==> config.mk <==
export PLATFORM = sky130hd
export DESIGN_NAME = scfg_top
export DESIGN_NICKNAME = d
export VERILOG_FILES = /design/src/include/scfg_pkg.sv /design/src/include/scfg_reg_if.sv /design/src/scfg_bank.sv /design/src/scfg_top.sv
export VERILOG_INCLUDE_DIRS = /design/src /design/src/include
export SDC_FILE = /design/constraint.sdc
export NUM_CORES = 1
export LEC_CHECK = 0
export BUFFER_PORTS_ARGS = -buffer_cell sky130_fd_sc_hd__buf_4
export CAP_MARGIN = 20
export CORE_MARGIN = 5
export CORE_UTILIZATION = 45
export DETAILED_ROUTE_END_ITERATION = 8
export PLACE_DENSITY = 0.67
export SLEW_MARGIN = 20
export SYNTH_ARGS = -nofsm -noshare
export SYNTH_HDL_FRONTEND = slang
export SYNTH_SLANG_ARGS = --single-unit
==> constraint.sdc <==
create_clock -name clock -period 3.3 [get_ports clock]
set_clock_uncertainty 0.15 [all_clocks]
set_input_delay 0.495 -clock clock [delete_from_list [all_inputs] [get_ports clock]]
set_output_delay 0.495 -clock clock [all_outputs]
set_load 0.005 [all_outputs]
==> src/include/scfg_consts.svh <==
// offsets, field positions, reset values and protocol figures of the
// serializer configuration bank; assumes nothing beyond a preprocessor
`ifndef SCFG_CONSTS_SVH
`define SCFG_CONSTS_SVH

// ---------------------------------------------------------------------------
// register offsets
// ---------------------------------------------------------------------------
`define SCFG_OFF_GENERAL_INPUT_LEVELS 8'h05
`define SCFG_OFF_GENERAL_OUTPUT_LEVELS 8'h06
`define SCFG_OFF_EMPH 8'h20
`define SCFG_OFF_FEAT 8'h21
`define SCFG_OFF_UNLOCK 8'h22
`define SCFG_OFF_DELAY 8'h24

// ---------------------------------------------------------------------------
// field positions and reset values
// ---------------------------------------------------------------------------
`define SCFG_RST_BYTE 8'h00
`define SCFG_EMPH_SEL 2
`define SCFG_FEAT_NRZI 7
`define SCFG_FEAT_WVS 6
`define SCFG_FEAT_SCR 4
`define SCFG_FEAT_BYP 3
`define SCFG_FEAT_TRN 2
`define SCFG_FEAT_RS 1
`define SCFG_FEAT_ENC 0
`define SCFG_UNL_NRZI 4
`define SCFG_UNL_SCR 3
`define SCFG_UNL_BYP 2
`define SCFG_UNL_TRN 1
`define SCFG_UNL_PIN 0
`define SCFG_DELAY_BYP 7

// ---------------------------------------------------------------------------
// serial management port
// ---------------------------------------------------------------------------
`define SCFG_DEV_ADDR 7'h57
`define SCFG_BITS_PER_BYTE 4'h8

`endif

==> src/include/scfg_pkg.sv <==
// types shared by the configuration bank and its serial front end
// assumes scfg_consts.svh is on the include path
package scfg_pkg;

  // serial management port byte engine
  typedef enum logic [3:0] {
    SCFG_IDLE, SCFG_ADDR, SCFG_ADDR_ACK, SCFG_CMD, SCFG_CMD_ACK,
    SCFG_WDATA, SCFG_WR_ACK, SCFG_RDATA, SCFG_RD_ACK
  } scfg_state_e;

  // front end state: synchronisers plus byte engine
  typedef struct packed {
    scfg_state_e state;
    logic scl_s1;
    logic scl_s2;
    logic scl_s3;
    logic sda_s1;
    logic sda_s2;
    logic sda_s3;
    logic [6:0] pin_s1;
    logic [6:0] pin_s2;
    logic [7:0] shift;
    logic [3:0] cnt;
    logic [7:0] ptr;
    logic rw;
    logic mack;
    logic sda_o;
    logic sda_oe;
    logic wr_en;
    logic [7:0] wr_data;
  } scfg_front_s;

  // register bank state: stored fields plus registered effective settings
  typedef struct packed {
    logic [2:0] general_output_levels;
    logic [2:0] emph;
    logic [7:0] feat;
    logic [4:0] unlock;
    logic delay_byp;
    logic [1:0] emph_eff;
    logic nrzi_eff;
    logic rs_n_eff;
    logic enc_n_eff;
  } scfg_bank_s;

endpackage : scfg_pkg

==> src/include/scfg_reg_if.sv <==
// register access path between the serial front end and the bank
// assumes one clock shared by both ends
interface scfg_reg_if;
  logic wr_en;
  logic [7:0] addr;
  logic [7:0] wdata;
  logic [7:0] rdata;
  modport host (output wr_en, output addr, output wdata, input rdata);
  modport bank (input wr_en, input addr, input wdata, output rdata);
endinterface : scfg_reg_if

==> src/scfg_bank.sv <==
// configuration register bank with unlock gating and pin/register select
// assumes pin levels arrive already synchronised to clock
`include "scfg_consts.svh"

module scfg_bank (
  input wire logic clock,
  input wire logic rstn,
  scfg_reg_if.bank bus,
  input wire logic [2:0] general_input_levels,
  input wire logic [1:0] emph_pins,
  input wire logic rs_pin_n,
  input wire logic enc_pin_n,
  output logic [2:0] general_output_levels,
  output logic [1:0] emph_level,
  output logic nrzi_enable,
  output logic word_valid_suppress,
  output logic scrambler_enable,
  output logic encoder_bypass,
  output logic training_enable,
  output logic remote_sense_n,
  output logic encoder_enable_n,
  output logic clock_delay_bypass
);

  scfg_pkg::scfg_bank_s st;
  scfg_pkg::scfg_bank_s next_st;

  // ---------------------------------------------------------------------------
  // next state: writes and effective settings
  // ---------------------------------------------------------------------------
  always_comb begin
    next_st = st;
    next_st.emph_eff = st.emph[`SCFG_EMPH_SEL] ? st.emph[1:0] : emph_pins;
    next_st.nrzi_eff = st.feat[`SCFG_FEAT_NRZI] & st.unlock[`SCFG_UNL_NRZI];
    next_st.rs_n_eff = st.unlock[`SCFG_UNL_PIN] ? st.feat[`SCFG_FEAT_RS] : rs_pin_n;
    next_st.enc_n_eff = st.unlock[`SCFG_UNL_PIN] ? st.feat[`SCFG_FEAT_ENC] : enc_pin_n;
    if (bus.wr_en) begin
      case (bus.addr)
        `SCFG_OFF_GENERAL_OUTPUT_LEVELS: next_st.general_output_levels = bus.wdata[2:0];
        `SCFG_OFF_EMPH: next_st.emph = bus.wdata[2:0];
        `SCFG_OFF_FEAT: begin
          // locked bits keep their old value, host must unlock first
          next_st.feat[6:5] = bus.wdata[6:5];
          if (st.unlock[`SCFG_UNL_NRZI]) next_st.feat[7] = bus.wdata[7];
          if (st.unlock[`SCFG_UNL_SCR]) next_st.feat[4] = bus.wdata[4];
          if (st.unlock[`SCFG_UNL_BYP]) next_st.feat[3] = bus.wdata[3];
          if (st.unlock[`SCFG_UNL_TRN]) next_st.feat[2] = bus.wdata[2];
          if (st.unlock[`SCFG_UNL_PIN]) next_st.feat[1:0] = bus.wdata[1:0];
        end
        `SCFG_OFF_UNLOCK: next_st.unlock = bus.wdata[4:0];
        `SCFG_OFF_DELAY: next_st.delay_byp = bus.wdata[`SCFG_DELAY_BYP];
        default: ;
      endcase
    end
  end

  // state register, everything clears to zero
  always_ff @(posedge clock or negedge rstn) begin
    if (!rstn) begin
      st <= '0;
    end else begin
      st <= next_st;
    end
  end

  // ---------------------------------------------------------------------------
  // read mux, unmapped and reserved bits read zero, except feat bit 5, which reads back as written
  // ---------------------------------------------------------------------------
  always_comb begin
    case (bus.addr)
      `SCFG_OFF_GENERAL_INPUT_LEVELS: bus.rdata = {5'h00, general_input_levels};
      `SCFG_OFF_GENERAL_OUTPUT_LEVELS: bus.rdata = {5'h00, st.general_output_levels};
      `SCFG_OFF_EMPH: bus.rdata = {5'h00, st.emph};
      `SCFG_OFF_FEAT: bus.rdata = st.feat;
      `SCFG_OFF_UNLOCK: bus.rdata = {3'h0, st.unlock};
      `SCFG_OFF_DELAY: bus.rdata = {st.delay_byp, 7'h00};
      default: bus.rdata = `SCFG_RST_BYTE;
    endcase
  end

  // outputs all come from the state register
  assign general_output_levels = st.general_output_levels;
  assign emph_level = st.emph_eff;
  assign nrzi_enable = st.nrzi_eff;
  assign word_valid_suppress = st.feat[`SCFG_FEAT_WVS];
  assign scrambler_enable = st.feat[`SCFG_FEAT_SCR];
  assign encoder_bypass = st.feat[`SCFG_FEAT_BYP];
  assign training_enable = st.feat[`SCFG_FEAT_TRN];
  assign remote_sense_n = st.rs_n_eff;
  assign encoder_enable_n = st.enc_n_eff;
  assign clock_delay_bypass = st.delay_byp;

  // ---------------------------------------------------------------------------
  // checks
  // ---------------------------------------------------------------------------
  property p_general_output_levels;
    @(posedge clock) disable iff (!rstn)
    (bus.wr_en && bus.addr == `SCFG_OFF_GENERAL_OUTPUT_LEVELS) |=> general_output_levels == $past(bus.wdata[2:0]);
  endproperty
  a_general_output_levels: assert property (p_general_output_levels) else $error("general_output_levels not written");

  property p_emph_pin;
    @(posedge clock) disable iff (!rstn)
    (!st.emph[`SCFG_EMPH_SEL] && $stable(emph_pins)) |=> emph_level == $past(emph_pins);
  endproperty
  a_emph_pin: assert property (p_emph_pin) else $error("emphasis not from pins");

  property p_emph_reg;
    @(posedge clock) disable iff (!rstn)
    (st.emph[`SCFG_EMPH_SEL] && $stable(st.emph)) |=> emph_level == $past(st.emph[1:0]);
  endproperty
  a_emph_reg: assert property (p_emph_reg) else $error("emphasis not from register");

  property p_nrzi;
    @(posedge clock) disable iff (!rstn)
    !st.unlock[`SCFG_UNL_NRZI] |=> !nrzi_enable;
  endproperty
  a_nrzi: assert property (p_nrzi) else $error("nrzi active while locked");

  property p_wvs;
    @(posedge clock) disable iff (!rstn)
    (bus.wr_en && bus.addr == `SCFG_OFF_FEAT) |=> word_valid_suppress == $past(bus.wdata[6]);
  endproperty
  a_wvs: assert property (p_wvs) else $error("valid suppress not written");

  property p_scr_lock;
    @(posedge clock) disable iff (!rstn)
    (bus.wr_en && bus.addr == `SCFG_OFF_FEAT && !st.unlock[`SCFG_UNL_SCR]) |=> $stable(scrambler_enable);
  endproperty
  a_scr_lock: assert property (p_scr_lock) else $error("scrambler changed while locked");

  property p_byp_lock;
    @(posedge clock) disable iff (!rstn)
    (bus.wr_en && bus.addr == `SCFG_OFF_FEAT && !st.unlock[`SCFG_UNL_BYP]) |=> $stable(encoder_bypass);
  endproperty
  a_byp_lock: assert property (p_byp_lock) else $error("bypass changed while locked");

  property p_trn_open;
    @(posedge clock) disable iff (!rstn)
    (bus.wr_en && bus.addr == `SCFG_OFF_FEAT && st.unlock[`SCFG_UNL_TRN]) |=> training_enable == $past(bus.wdata[2]);
  endproperty
  a_trn_open: assert property (p_trn_open) else $error("training write lost");

  property p_rs_pin;
    @(posedge clock) disable iff (!rstn)
    (!st.unlock[`SCFG_UNL_PIN] && $stable(rs_pin_n)) |=> remote_sense_n == $past(rs_pin_n);
  endproperty
  a_rs_pin: assert property (p_rs_pin) else $error("remote sense not from pin");

  property p_enc_reg;
    @(posedge clock) disable iff (!rstn)
    (st.unlock[`SCFG_UNL_PIN] && $stable(st.feat)) |=> encoder_enable_n == $past(st.feat[0]);
  endproperty
  a_enc_reg: assert property (p_enc_reg) else $error("encoder enable not from register");

  property p_delay;
    @(posedge clock) disable iff (!rstn)
    (bus.wr_en && bus.addr == `SCFG_OFF_DELAY) |=> clock_delay_bypass == $past(bus.wdata[7]);
  endproperty
  a_delay: assert property (p_delay) else $error("delay bypass not written");

endmodule : scfg_bank

==> src/scfg_top.sv <==
// serializer configuration bank behind its two-wire management port
// assumes the host follows the byte-read and byte-write framing, no clock
// stretching is ever needed, and pins are asynchronous to clock
`include "scfg_consts.svh"

module scfg_top (
  input wire logic clock,
  input wire logic rstn,
  input wire logic smbus_clock,
  input wire logic smbus_data_in,
  output logic smbus_data_out,
  output logic smbus_data_oe,
  input wire logic general_pin_zero_in,
  input wire logic general_pin_one_in,
  input wire logic general_pin_two_in,
  output logic general_pin_zero_out,
  output logic general_pin_one_out,
  output logic general_pin_two_out,
  input wire logic [1:0] emphasis_pins,
  input wire logic remote_sense_pin_n,
  input wire logic encoder_enable_pin_n,
  output logic [1:0] emphasis_level,
  output logic nrzi_enable,
  output logic word_valid_suppress,
  output logic scrambler_enable,
  output logic encoder_bypass,
  output logic training_enable,
  output logic remote_sense_n,
  output logic encoder_enable_n,
  output logic clock_delay_bypass
);

  scfg_pkg::scfg_front_s st;
  scfg_pkg::scfg_front_s next_st;
  scfg_reg_if bus ();
  logic [2:0] gp_level;
  logic scl_rise;
  logic scl_fall;
  logic bus_start;
  logic bus_stop;

  // ---------------------------------------------------------------------------
  // line events, seen only past the second synchroniser stage
  // ---------------------------------------------------------------------------
  assign scl_rise = st.scl_s2 & ~st.scl_s3;
  assign scl_fall = ~st.scl_s2 & st.scl_s3;
  // each mark lags the line by two clocks, which is why the host
  // has to hold every line level for five clocks or more
  // data moves only while the clock line is low, so these are framing marks
  assign bus_start = st.scl_s2 & st.scl_s3 & st.sda_s3 & ~st.sda_s2;
  assign bus_stop = st.scl_s2 & st.scl_s3 & ~st.sda_s3 & st.sda_s2;

  // ---------------------------------------------------------------------------
  // byte engine
  // ---------------------------------------------------------------------------
  always_comb begin
    next_st = st;
    next_st.wr_en = 1'b0;
    next_st.sda_o = 1'b0;
    next_st.scl_s1 = smbus_clock;
    next_st.scl_s2 = st.scl_s1;
    next_st.scl_s3 = st.scl_s2;
    next_st.sda_s1 = smbus_data_in;
    next_st.sda_s2 = st.sda_s1;
    next_st.sda_s3 = st.sda_s2;
    next_st.pin_s1 = {encoder_enable_pin_n, remote_sense_pin_n, emphasis_pins,
                      general_pin_two_in, general_pin_one_in, general_pin_zero_in};
    next_st.pin_s2 = st.pin_s1;
    // a strap moving during a sample settles one clock later, harmless for levels
    if (bus_start) begin
      // a repeated start restarts framing from any state
      next_st.state = scfg_pkg::SCFG_ADDR;
      next_st.cnt = 4'h0;
      next_st.sda_oe = 1'b0;
    end else if (bus_stop) begin
      next_st.state = scfg_pkg::SCFG_IDLE;
      next_st.sda_oe = 1'b0;
    end else if (scl_rise) begin
      case (st.state)
        scfg_pkg::SCFG_ADDR, scfg_pkg::SCFG_CMD, scfg_pkg::SCFG_WDATA: begin
          next_st.shift = {st.shift[6:0], st.sda_s2};
          next_st.cnt = st.cnt + 4'h1;
        end
        scfg_pkg::SCFG_RDATA: next_st.cnt = st.cnt + 4'h1;
        scfg_pkg::SCFG_RD_ACK: begin
          // host ack asks for the next byte, so step the pointer now
          next_st.mack = ~st.sda_s2;
          if (!st.sda_s2) next_st.ptr = st.ptr + 8'h01;
        end
        default: ;
      endcase
    end else if (scl_fall) begin
      case (st.state)
        scfg_pkg::SCFG_ADDR: begin
          if (st.cnt == `SCFG_BITS_PER_BYTE) begin
            if (st.shift[7:1] == `SCFG_DEV_ADDR) begin
              next_st.rw = st.shift[0];
              next_st.sda_oe = 1'b1;
              next_st.state = scfg_pkg::SCFG_ADDR_ACK;
            end else begin
              next_st.state = scfg_pkg::SCFG_IDLE;
            end
          end
        end
        scfg_pkg::SCFG_CMD: begin
          if (st.cnt == `SCFG_BITS_PER_BYTE) begin
            next_st.ptr = st.shift;
            next_st.sda_oe = 1'b1;
            next_st.state = scfg_pkg::SCFG_CMD_ACK;
          end
        end
        scfg_pkg::SCFG_WDATA: begin
          if (st.cnt == `SCFG_BITS_PER_BYTE) begin
            next_st.wr_en = 1'b1;
            next_st.wr_data = st.shift;
            next_st.sda_oe = 1'b1;
            next_st.state = scfg_pkg::SCFG_WR_ACK;
          end
        end
        scfg_pkg::SCFG_ADDR_ACK: begin
          next_st.cnt = 4'h0;
          if (st.rw) begin
            next_st.shift = bus.rdata;
            next_st.sda_oe = ~bus.rdata[7];
            next_st.state = scfg_pkg::SCFG_RDATA;
          end else begin
            next_st.sda_oe = 1'b0;
            next_st.state = scfg_pkg::SCFG_CMD;
          end
        end
        scfg_pkg::SCFG_CMD_ACK: begin
          next_st.sda_oe = 1'b0;
          next_st.cnt = 4'h0;
          next_st.state = scfg_pkg::SCFG_WDATA;
        end
        scfg_pkg::SCFG_WR_ACK: begin
          // further bytes of the same frame land at the following offsets
          next_st.sda_oe = 1'b0;
          next_st.cnt = 4'h0;
          next_st.ptr = st.ptr + 8'h01;
          next_st.state = scfg_pkg::SCFG_WDATA;
        end
        scfg_pkg::SCFG_RDATA: begin
          if (st.cnt == `SCFG_BITS_PER_BYTE) begin
            next_st.sda_oe = 1'b0;
            next_st.state = scfg_pkg::SCFG_RD_ACK;
          end else begin
            next_st.shift = {st.shift[6:0], 1'b0};
            next_st.sda_oe = ~st.shift[6];
          end
        end
        scfg_pkg::SCFG_RD_ACK: begin
          if (st.mack) begin
            next_st.shift = bus.rdata;
            next_st.sda_oe = ~bus.rdata[7];
            next_st.cnt = 4'h0;
            next_st.state = scfg_pkg::SCFG_RDATA;
          end else begin
            next_st.state = scfg_pkg::SCFG_IDLE;
          end
        end
        default: ;
      endcase
    end
  end

  // state register, idle and released after reset
  always_ff @(posedge clock or negedge rstn) begin
    if (!rstn) begin
      st <= '0;
    end else begin
      st <= next_st;
    end
  end

  // ---------------------------------------------------------------------------
  // register bank
  // ---------------------------------------------------------------------------
  assign bus.wr_en = st.wr_en;
  assign bus.addr = st.ptr;
  assign bus.wdata = st.wr_data;
  assign gp_level = st.pin_s2[2:0];

  scfg_bank u_bank (
    .clock(clock),
    .rstn(rstn),
    .bus(bus),
    .general_input_levels(gp_level),
    .emph_pins(st.pin_s2[4:3]),
    .rs_pin_n(st.pin_s2[5]),
    .enc_pin_n(st.pin_s2[6]),
    .general_output_levels({general_pin_two_out, general_pin_one_out, general_pin_zero_out}),
    .emph_level(emphasis_level),
    .nrzi_enable(nrzi_enable),
    .word_valid_suppress(word_valid_suppress),
    .scrambler_enable(scrambler_enable),
    .encoder_bypass(encoder_bypass),
    .training_enable(training_enable),
    .remote_sense_n(remote_sense_n),
    .encoder_enable_n(encoder_enable_n),
    .clock_delay_bypass(clock_delay_bypass)
  );

  // open-drain data line, only ever pulled low
  assign smbus_data_out = st.sda_o;
  assign smbus_data_oe = st.sda_oe;

  // ---------------------------------------------------------------------------
  // checks and coverage
  // ---------------------------------------------------------------------------
  property p_general_input_levels;
    @(posedge clock) disable iff (!rstn)
    (bus.addr == `SCFG_OFF_GENERAL_INPUT_LEVELS && $stable(st.pin_s1[2:0]) && $stable(st.pin_s2[2:0]))
      |-> bus.rdata == {5'h00, $past(st.pin_s1[2:0])};
  endproperty
  a_general_input_levels: assert property (p_general_input_levels) else $error("input level readback wrong");

  property p_wr_ack;
    @(posedge clock) disable iff (!rstn)
    st.wr_en |-> st.sda_oe && st.state == scfg_pkg::SCFG_WR_ACK;
  endproperty
  a_wr_ack: assert property (p_wr_ack) else $error("write without ack");

  // framing marks restart or end the engine from any state
  property p_start;
    @(posedge clock) disable iff (!rstn)
    bus_start |=> st.state == scfg_pkg::SCFG_ADDR && st.cnt == 4'h0 && !smbus_data_oe;
  endproperty
  a_start: assert property (p_start) else $error("start not taken");

  property p_stop;
    @(posedge clock) disable iff (!rstn)
    bus_stop |=> st.state == scfg_pkg::SCFG_IDLE && !smbus_data_oe;
  endproperty
  a_stop: assert property (p_stop) else $error("stop not taken");

  // only the own address is acknowledged
  property p_addr_ack;
    @(posedge clock) disable iff (!rstn)
    (st.state == scfg_pkg::SCFG_ADDR && scl_fall && st.cnt == `SCFG_BITS_PER_BYTE)
      |=> smbus_data_oe == ($past(st.shift[7:1]) == `SCFG_DEV_ADDR);
  endproperty
  a_addr_ack: assert property (p_addr_ack) else $error("address ack wrong");

  property p_addr_idle;
    @(posedge clock) disable iff (!rstn)
    (st.state == scfg_pkg::SCFG_ADDR && scl_fall && st.cnt == `SCFG_BITS_PER_BYTE
      && st.shift[7:1] != `SCFG_DEV_ADDR) |=> st.state == scfg_pkg::SCFG_IDLE;
  endproperty
  a_addr_idle: assert property (p_addr_idle) else $error("foreign frame not dropped");

  // ack holds the line low through the whole ninth clock
  property p_ack_hold;
    @(posedge clock) disable iff (!rstn)
    (st.state == scfg_pkg::SCFG_WR_ACK && !scl_fall && !bus_start && !bus_stop) |=> smbus_data_oe;
  endproperty
  a_ack_hold: assert property (p_ack_hold) else $error("ack dropped early");

  // first read bit comes straight from the addressed register
  property p_rd_first;
    @(posedge clock) disable iff (!rstn)
    (st.state == scfg_pkg::SCFG_ADDR_ACK && scl_fall && st.rw) |=> smbus_data_oe == ~$past(bus.rdata[7]);
  endproperty
  a_rd_first: assert property (p_rd_first) else $error("first read bit wrong");

  property p_rd_release;
    @(posedge clock) disable iff (!rstn)
    (st.state == scfg_pkg::SCFG_RDATA && scl_fall && st.cnt == `SCFG_BITS_PER_BYTE) |=> !smbus_data_oe;
  endproperty
  a_rd_release: assert property (p_rd_release) else $error("read byte not released");

  // every written byte moves the pointer on by one
  property p_wr_step;
    @(posedge clock) disable iff (!rstn)
    (st.state == scfg_pkg::SCFG_WR_ACK && scl_fall) |=> st.ptr == $past(st.ptr) + 8'h01;
  endproperty
  a_wr_step: assert property (p_wr_step) else $error("write pointer not stepped");

  c_write: cover property (@(posedge clock) disable iff (!rstn) st.wr_en && bus.addr == `SCFG_OFF_FEAT);
  c_read: cover property (@(posedge clock) disable iff (!rstn) st.state == scfg_pkg::SCFG_RD_ACK && scl_fall);
  c_unlock: cover property (@(posedge clock) disable iff (!rstn) st.wr_en && bus.addr == `SCFG_OFF_UNLOCK);
  c_restart: cover property (@(posedge clock) disable iff (!rstn) bus_start && st.state == scfg_pkg::SCFG_WDATA);
  c_nack: cover property (@(posedge clock) disable iff (!rstn)
    st.state == scfg_pkg::SCFG_ADDR && scl_fall && st.cnt == `SCFG_BITS_PER_BYTE && !next_st.sda_oe);

endmodule : scfg_top

# Word-level counts from Yosys, hierarchy flattened
# Cells that the tools add are included.
[word_totals] reg_bits=81 in_bits=11 output_inout_bits=15 elab_cells=164
[op_classes] n_addsub=2 eq_ne=33 muxes=52 bitwise_logic=17 reduce_logical=29
[ops] operator="2-to-1 mux 8 bit" n=6
[ops] operator="one-hot mux 8 bit (6 select lines)" n=1
[ops] operator="2-to-1 mux 4 bit" n=10
[ops] operator="== test 8 x 6 -> 1 bit (second input constant)" n=4
[ops] operator="2-to-1 mux 10 bit" n=3
[ops] operator="!= test 4 bit (second input constant)" n=7
[ops] operator="one-hot mux 4 bit (7 select lines)" n=1
[ops] operator="2-to-1 mux 9 bit" n=3
[ops] operator="one-hot mux 8 bit (3 select lines)" n=1
[ops] operator="2-to-1 mux 21 bit" n=1
[ops] operator="AND reduction 7 bit" n=3
[ops] operator="2-to-1 mux 20 bit" n=1
[ops] operator="== test 4 x 3 -> 1 bit (second input constant)" n=4
[ops] operator="== test 8 x 3 -> 1 bit (second input constant)" n=2
[ops] operator="2-to-1 mux 1 bit" n=16
[ops] operator="one-hot mux 8 bit (2 select lines)" n=1
[ops] operator="AND reduction 8 bit" n=2
[ops] operator="AND reduction 3 bit" n=5
[ops] operator="2-to-1 mux 14 bit" n=1
[ops] operator="2-to-1 mux 12 bit" n=1
[ops] operator="!= test 3 bit (second input constant)" n=4
[ops] operator="AND reduction 2 bit" n=5
[ops] operator="inverter 1 bit" n=9
[ops] operator="nonzero test 3 bit" n=3
[ops] operator="24 further kinds" n=39

# Logic depth before layout (Yosys ltp)
[logic_depth] ltp_word=9 depth_mapped=9

# By module
# A second synthesis with hierarchy kept.
[hier_totals] cells_unflattened=378 area_unflattened_um2=4207.8
[modules_own_cells] module="scfg_top" n_inst=1 cells_per_inst=271 area_per_inst_um2=2902.8 seq_area_each_um2=1401.3
[modules_own_cells] module="scfg_bank" n_inst=1 cells_per_inst=107 area_per_inst_um2=1305.0 seq_area_each_um2=625.6

# Least setup slack after synthesis
# No wires, ideal clock.
[synth_path] path_kind="reg-to-reg" startpoint="reg st[50] (netlist name)" endpoint="reg st[29] (netlist name)" t_arrival_ns=1.950 path_slack_ns=1.073 stages_incl_launch_ff=9 path_buffers=2 period_less_slack_ns=2.227 cell_sequence="dfrtp_1 > inv_1 > ha_1 > clkbuf_1 > o31ai_1 > a32oi_1 > or3_1 > buf_2 > mux2_1"
[synth_via] elab_chain_len=5 word_cells_on_any_way=18 cone_classes="eq/ne: 4; mux: 1; bitwise: 10; reduce/logical: 3"
[synth_rtl] element="start: declaration" line="scfg_top.sv:33" source="scfg_pkg::scfg_front_s st;"
[synth_rtl] element="start signal: assignment" line="scfg_top.sv:172" source="st <= next_st;"
[synth_rtl] element="AND 1 bit" line="scfg_top.sv:50, scfg_top.sv:51"
[synth_rtl] element="AND 1 bit (on tied branches) (2 in series)" line="scfg_top.sv:51, scfg_top.sv:50"
[synth_rtl] element="inverter 1 bit (no source line)"
[synth_rtl] element="AND reduction 8 bit (no source line)"
# Several ways; a longest one is shown, not always the timed one.
# A chain may end at the register's enable or synchronous reset.

# Worst setup path after layout
[layout_path] startpoint="reg st (netlist bit next_st[50])" endpoint="reg st (netlist bit bus.wdata[5])"
[layout_via] elab_chain_len=5 word_cells_on_any_way=12 cone_classes="bitwise: 11; reduce/logical: 1"
[layout_rtl] element="AND 1 bit" line="scfg_top.sv:50, scfg_top.sv:51"
[layout_rtl] element="AND 1 bit (on tied branches) (2 in series)" line="scfg_top.sv:51, scfg_top.sv:50"
[layout_rtl] element="inverter 1 bit (no source line)"
[layout_rtl] element="AND reduction 6 bit (no source line) (*)"
# Mark *: on every way between the ends. The rest lies on a longest branch, timed or not.

==> key figures <==
Synthesis
  – Leading area contributor after synthesis: dfrtp_1
  – Register bit total from synthesis: 81
  – Syn Area/Cell: 11.0 um2
  – Sequential element share of the synthesized area: 0.482
  – Post-synthesis cell area: 4200 um2
  – Main area contributors after synthesis: dfrtp_1 48%, mux2_2 9.4%, ha_1 2.7%
  – Yosys cell types: 71
  – Net count of the mapped netlist: 402
  – Number of warnings issued by yosys: 0
  – Area share of the largest cell type after synthesis: 0.482
  – Share of flip-flops with an asynchronous set or reset: 1.00
  – EDFF count, synth: 0
  – Synthesized netlist cell count: 382
  – Most common flop cell mapped by yosys: dfrtp_1

Run status
  – Status: finished clean

Clock tree
  – Clock buffer count from CTS: 9
  – TritonCTS clock tree: built
  – Post-cts sizing count: 0
  – Bufs on Longest Clock Path: 2
  – Worst skew pair latency: 360 ps
  – Maximum level of the CTS H-tree: 3
  – Clock sink total: 81
  – CTS clock-pin slew for the worst setup and hold paths: 100 ps
  – Hold_buf cts: 0
  – Clk Tree Root Cell: clkbuf_8
  – Post CTS Setup Buffer Count: 0

Worst setup path
  – Maximum fanout count along the critical path: 9
  – Critical register-to-register path startpoint: next_st[50]
  – Crit path required time: 3390 ps
  – Reg-to-reg critical path endpoint: bus.wdata[5]
  – Number of cells traversed by the worst register-to-register path: 7
  – Arrival time at the worst endpoint: 2740 ps
  – WS Path Type: reg -> reg
  – Crit end category: flop
  – Category of the worst setup path launch point: flop
  – Setup slack of the most critical reg-to-reg path: 650 ps
  – Endpoint of the worst setup timing path: bus.wdata[5]
  – Launching element of the worst setup path: next_st[50]

STA
  – Final hold slack: 18.7 ps
  – Setup violation total in the final timing report: 0
  – Maximum achievable frequency: 378 MHz
  – Setup repair after global routing missed its margin: no
  – Setup Total Neg Slack: 0 ps
  – Final period utilization: 0.802
  – Hold Fails Final Rpt: 0
  – Worst-margin pin slew: 745 ps
  – Worst relative slew slack: 0.501
  – Shortest period the worst path allows: 2650 ps
  – Number of max-slew violations in the final report: 0

Layout
  – Non-Filler Instances: 511
  – Final Cell Area: 4640 um2
  – Syn-to-layout area delta: 10.3%
  – Number of nets at the end of the flow: 415
  – Antenna diode instance count: 0
  – Fraction of layout instances using a drive strength above 1: 0.240

Power
  – Static Leakage: 2.05 nW
  – Worst vdd rail ir drop: 0.305 mV
  – Total power per unit cell area: 450 nW/um2

Flow run
  – Max capacitance violation total: 0

Placement
  – IO Port Bufs: 24
  – Detailed-placement wirelength estimate: 6400 um
  – Dpl cell area: 4400 um2
  – Final RePlAce weighted congestion: 0.948
  – Placed cell count: 495

Global route
  – Met2 capacity usage during global routing: 0.244
  – Total GRT Usage: 0.173
  – Antenna violations before repair: 0
  – Gr busiest metal: met1
  – Pin count of the biggest net entering global routing: 82
  – Final global-route overflow total: 0
  – Met1 track demand over resource in global routing: 0.263
  – Met3 track demand over resource in global routing: 0.0385
  – Number of global-route vias before repair: 2996
  – First-pass GRT wire length: 15700 um

Floorplan
  – Die height: 107 um
  – I/O pin count: 26
  – Die Outline Area: 11400 um2
  – Core outline area: 9150 um2
  – Number of rows in the core area: 35
  – Effective utilization at floorplan: 0.459
  – Width of the die: 107 um

Detailed routing
  – Detailed-route via count: 3137
  – Initial DRC count: 296
  – Detailed-router iteration count before antenna repair: 5
  – Routed len/inst: 18.2 um
  – Vias per cell: 6.14
  – Wirelength, routed: 9300 um
  – DRC Markers: 0
  – Final ANT Viol Nets: 0

Hold path
  – Worst Hold Class: in -> async
critical path: stages (launching register included):
cell      delay, ps
dfrtp_1         410
inv_1            60
ha_1            310
nor2b_1         470
nand2_1         130
nor3_1          320
nand3b_2        300
mux2_2          380
synth_stat cells (all sizes together) (6+ instances only):
cell	n
buf	16
dfrtp	81
a21oi	17
ha	9
a22o	6
nand2	22
nor3b	6
and3	6
inv	11
mux2	42
nor2	18
nand3	11
nand2b	6
nand3b	6
nor3	15
o22ai	6
o31ai	11
nor2b	6
clkbuf	8
a31oi	7
o21ai	13
final cells by class:
type                            instances  area [um2]
Inverter                               11        41.3
Tap cell                              111         139
Clock inverter                          7         109
Sequential cell                        81        2030
Timing Repair Buffer                   26         199
Clock buffer                            9         124
Multi-Input combinational cell        266        2000
Fill cell                             807        4520
layout by cell type, fill, tap and decap left out, drive strengths merged, types with 6 or more instances in the layout:
master / instances
o22ai: 6
nor3b: 6
nand3b: 6
clkbuf: 9
o31ai: 11
inv: 14
mux2: 42
nand3: 11
nor3: 15
ha: 9
o21ai: 13
buf: 26
a21oi: 17
a22o: 6
and3: 6
nand2: 22
nand2b: 6
a31oi: 7
nor2: 18
dfrtp: 81
nor2b: 6
layer usage:
layer,wire length (um),vias to the layer above
met5,0,-
met4,142,0
met3,563,13
met2,4070,126
met1,4520,1547
li1,-,1451
power breakdown:
part / leakage [nW] / switching, mW / total (mW) / internal (mW)
Sequential: 1.07 / 0.0450 / 1.08 / 1.03
Combinational: 0.863 / 0.0938 / 0.165 / 0.0714
Clock: 0.118 / 0.407 / 0.849 / 0.442
kinds of logic after synthesis:
group	Yosys count	share of synthesized area
simple gates	118	0.166
compound gates	92	0.155
flops	81	0.482
mux	44	0.123
buf+inv	35	0.0423
fa+ha+maj	9	0.0268
xor+xnor	2	0.00417
other cells	1	0.000892
worst min-delay path by stage:
stage	from	endpoint	slack [ps]	cells past startpoint
final	rstn	st[53]	20	1
after global routing	encoder_enable_pin_n	next_st[39]	60	1
after CTS	encoder_enable_pin_n	next_st[39]	70	1
after detailed placement	next_st[34]	gp_level[1]	180	0
after global placement	next_st[38]	st[38]	180	0
after floorplan	rstn	bus.addr[0]	50	0
metrics by stage:
step | total power, mW | setup slack [ps] | util
2_1_floorplan | 1.19 | 1070 | -
3_3_place_gp | 1.25 | 761 | 0.481
3_5_place_dp | 1.26 | 665 | 0.481
4_1_cts | 2.11 | 648 | 0.506
5_1_grt | 2.18 | 390 | 0.507
6_report | 2.09 | 653 | 0.507
state kept, by name, summed over array words and instances (netlist names):
signal / flops
bus.wdata: 8
u_bank.training_enable: 1
gp_level: 3
bus.addr: 8
smbus_data_oe: 1
u_bank.nrzi_enable: 1
u_bank.clock_delay_bypass: 1
bus.wr_en: 1
u_bank.remote_sense_n: 1
u_bank.general_output_levels: 3
st: 24
u_bank.st: 12
next_st: 11
u_bank.encoder_enable_n: 1
u_bank.encoder_bypass: 1
u_bank.scrambler_enable: 1
u_bank.word_valid_suppress: 1
u_bank.emph_level: 2
No activity file was read; power rests on OpenSTA's default activity.
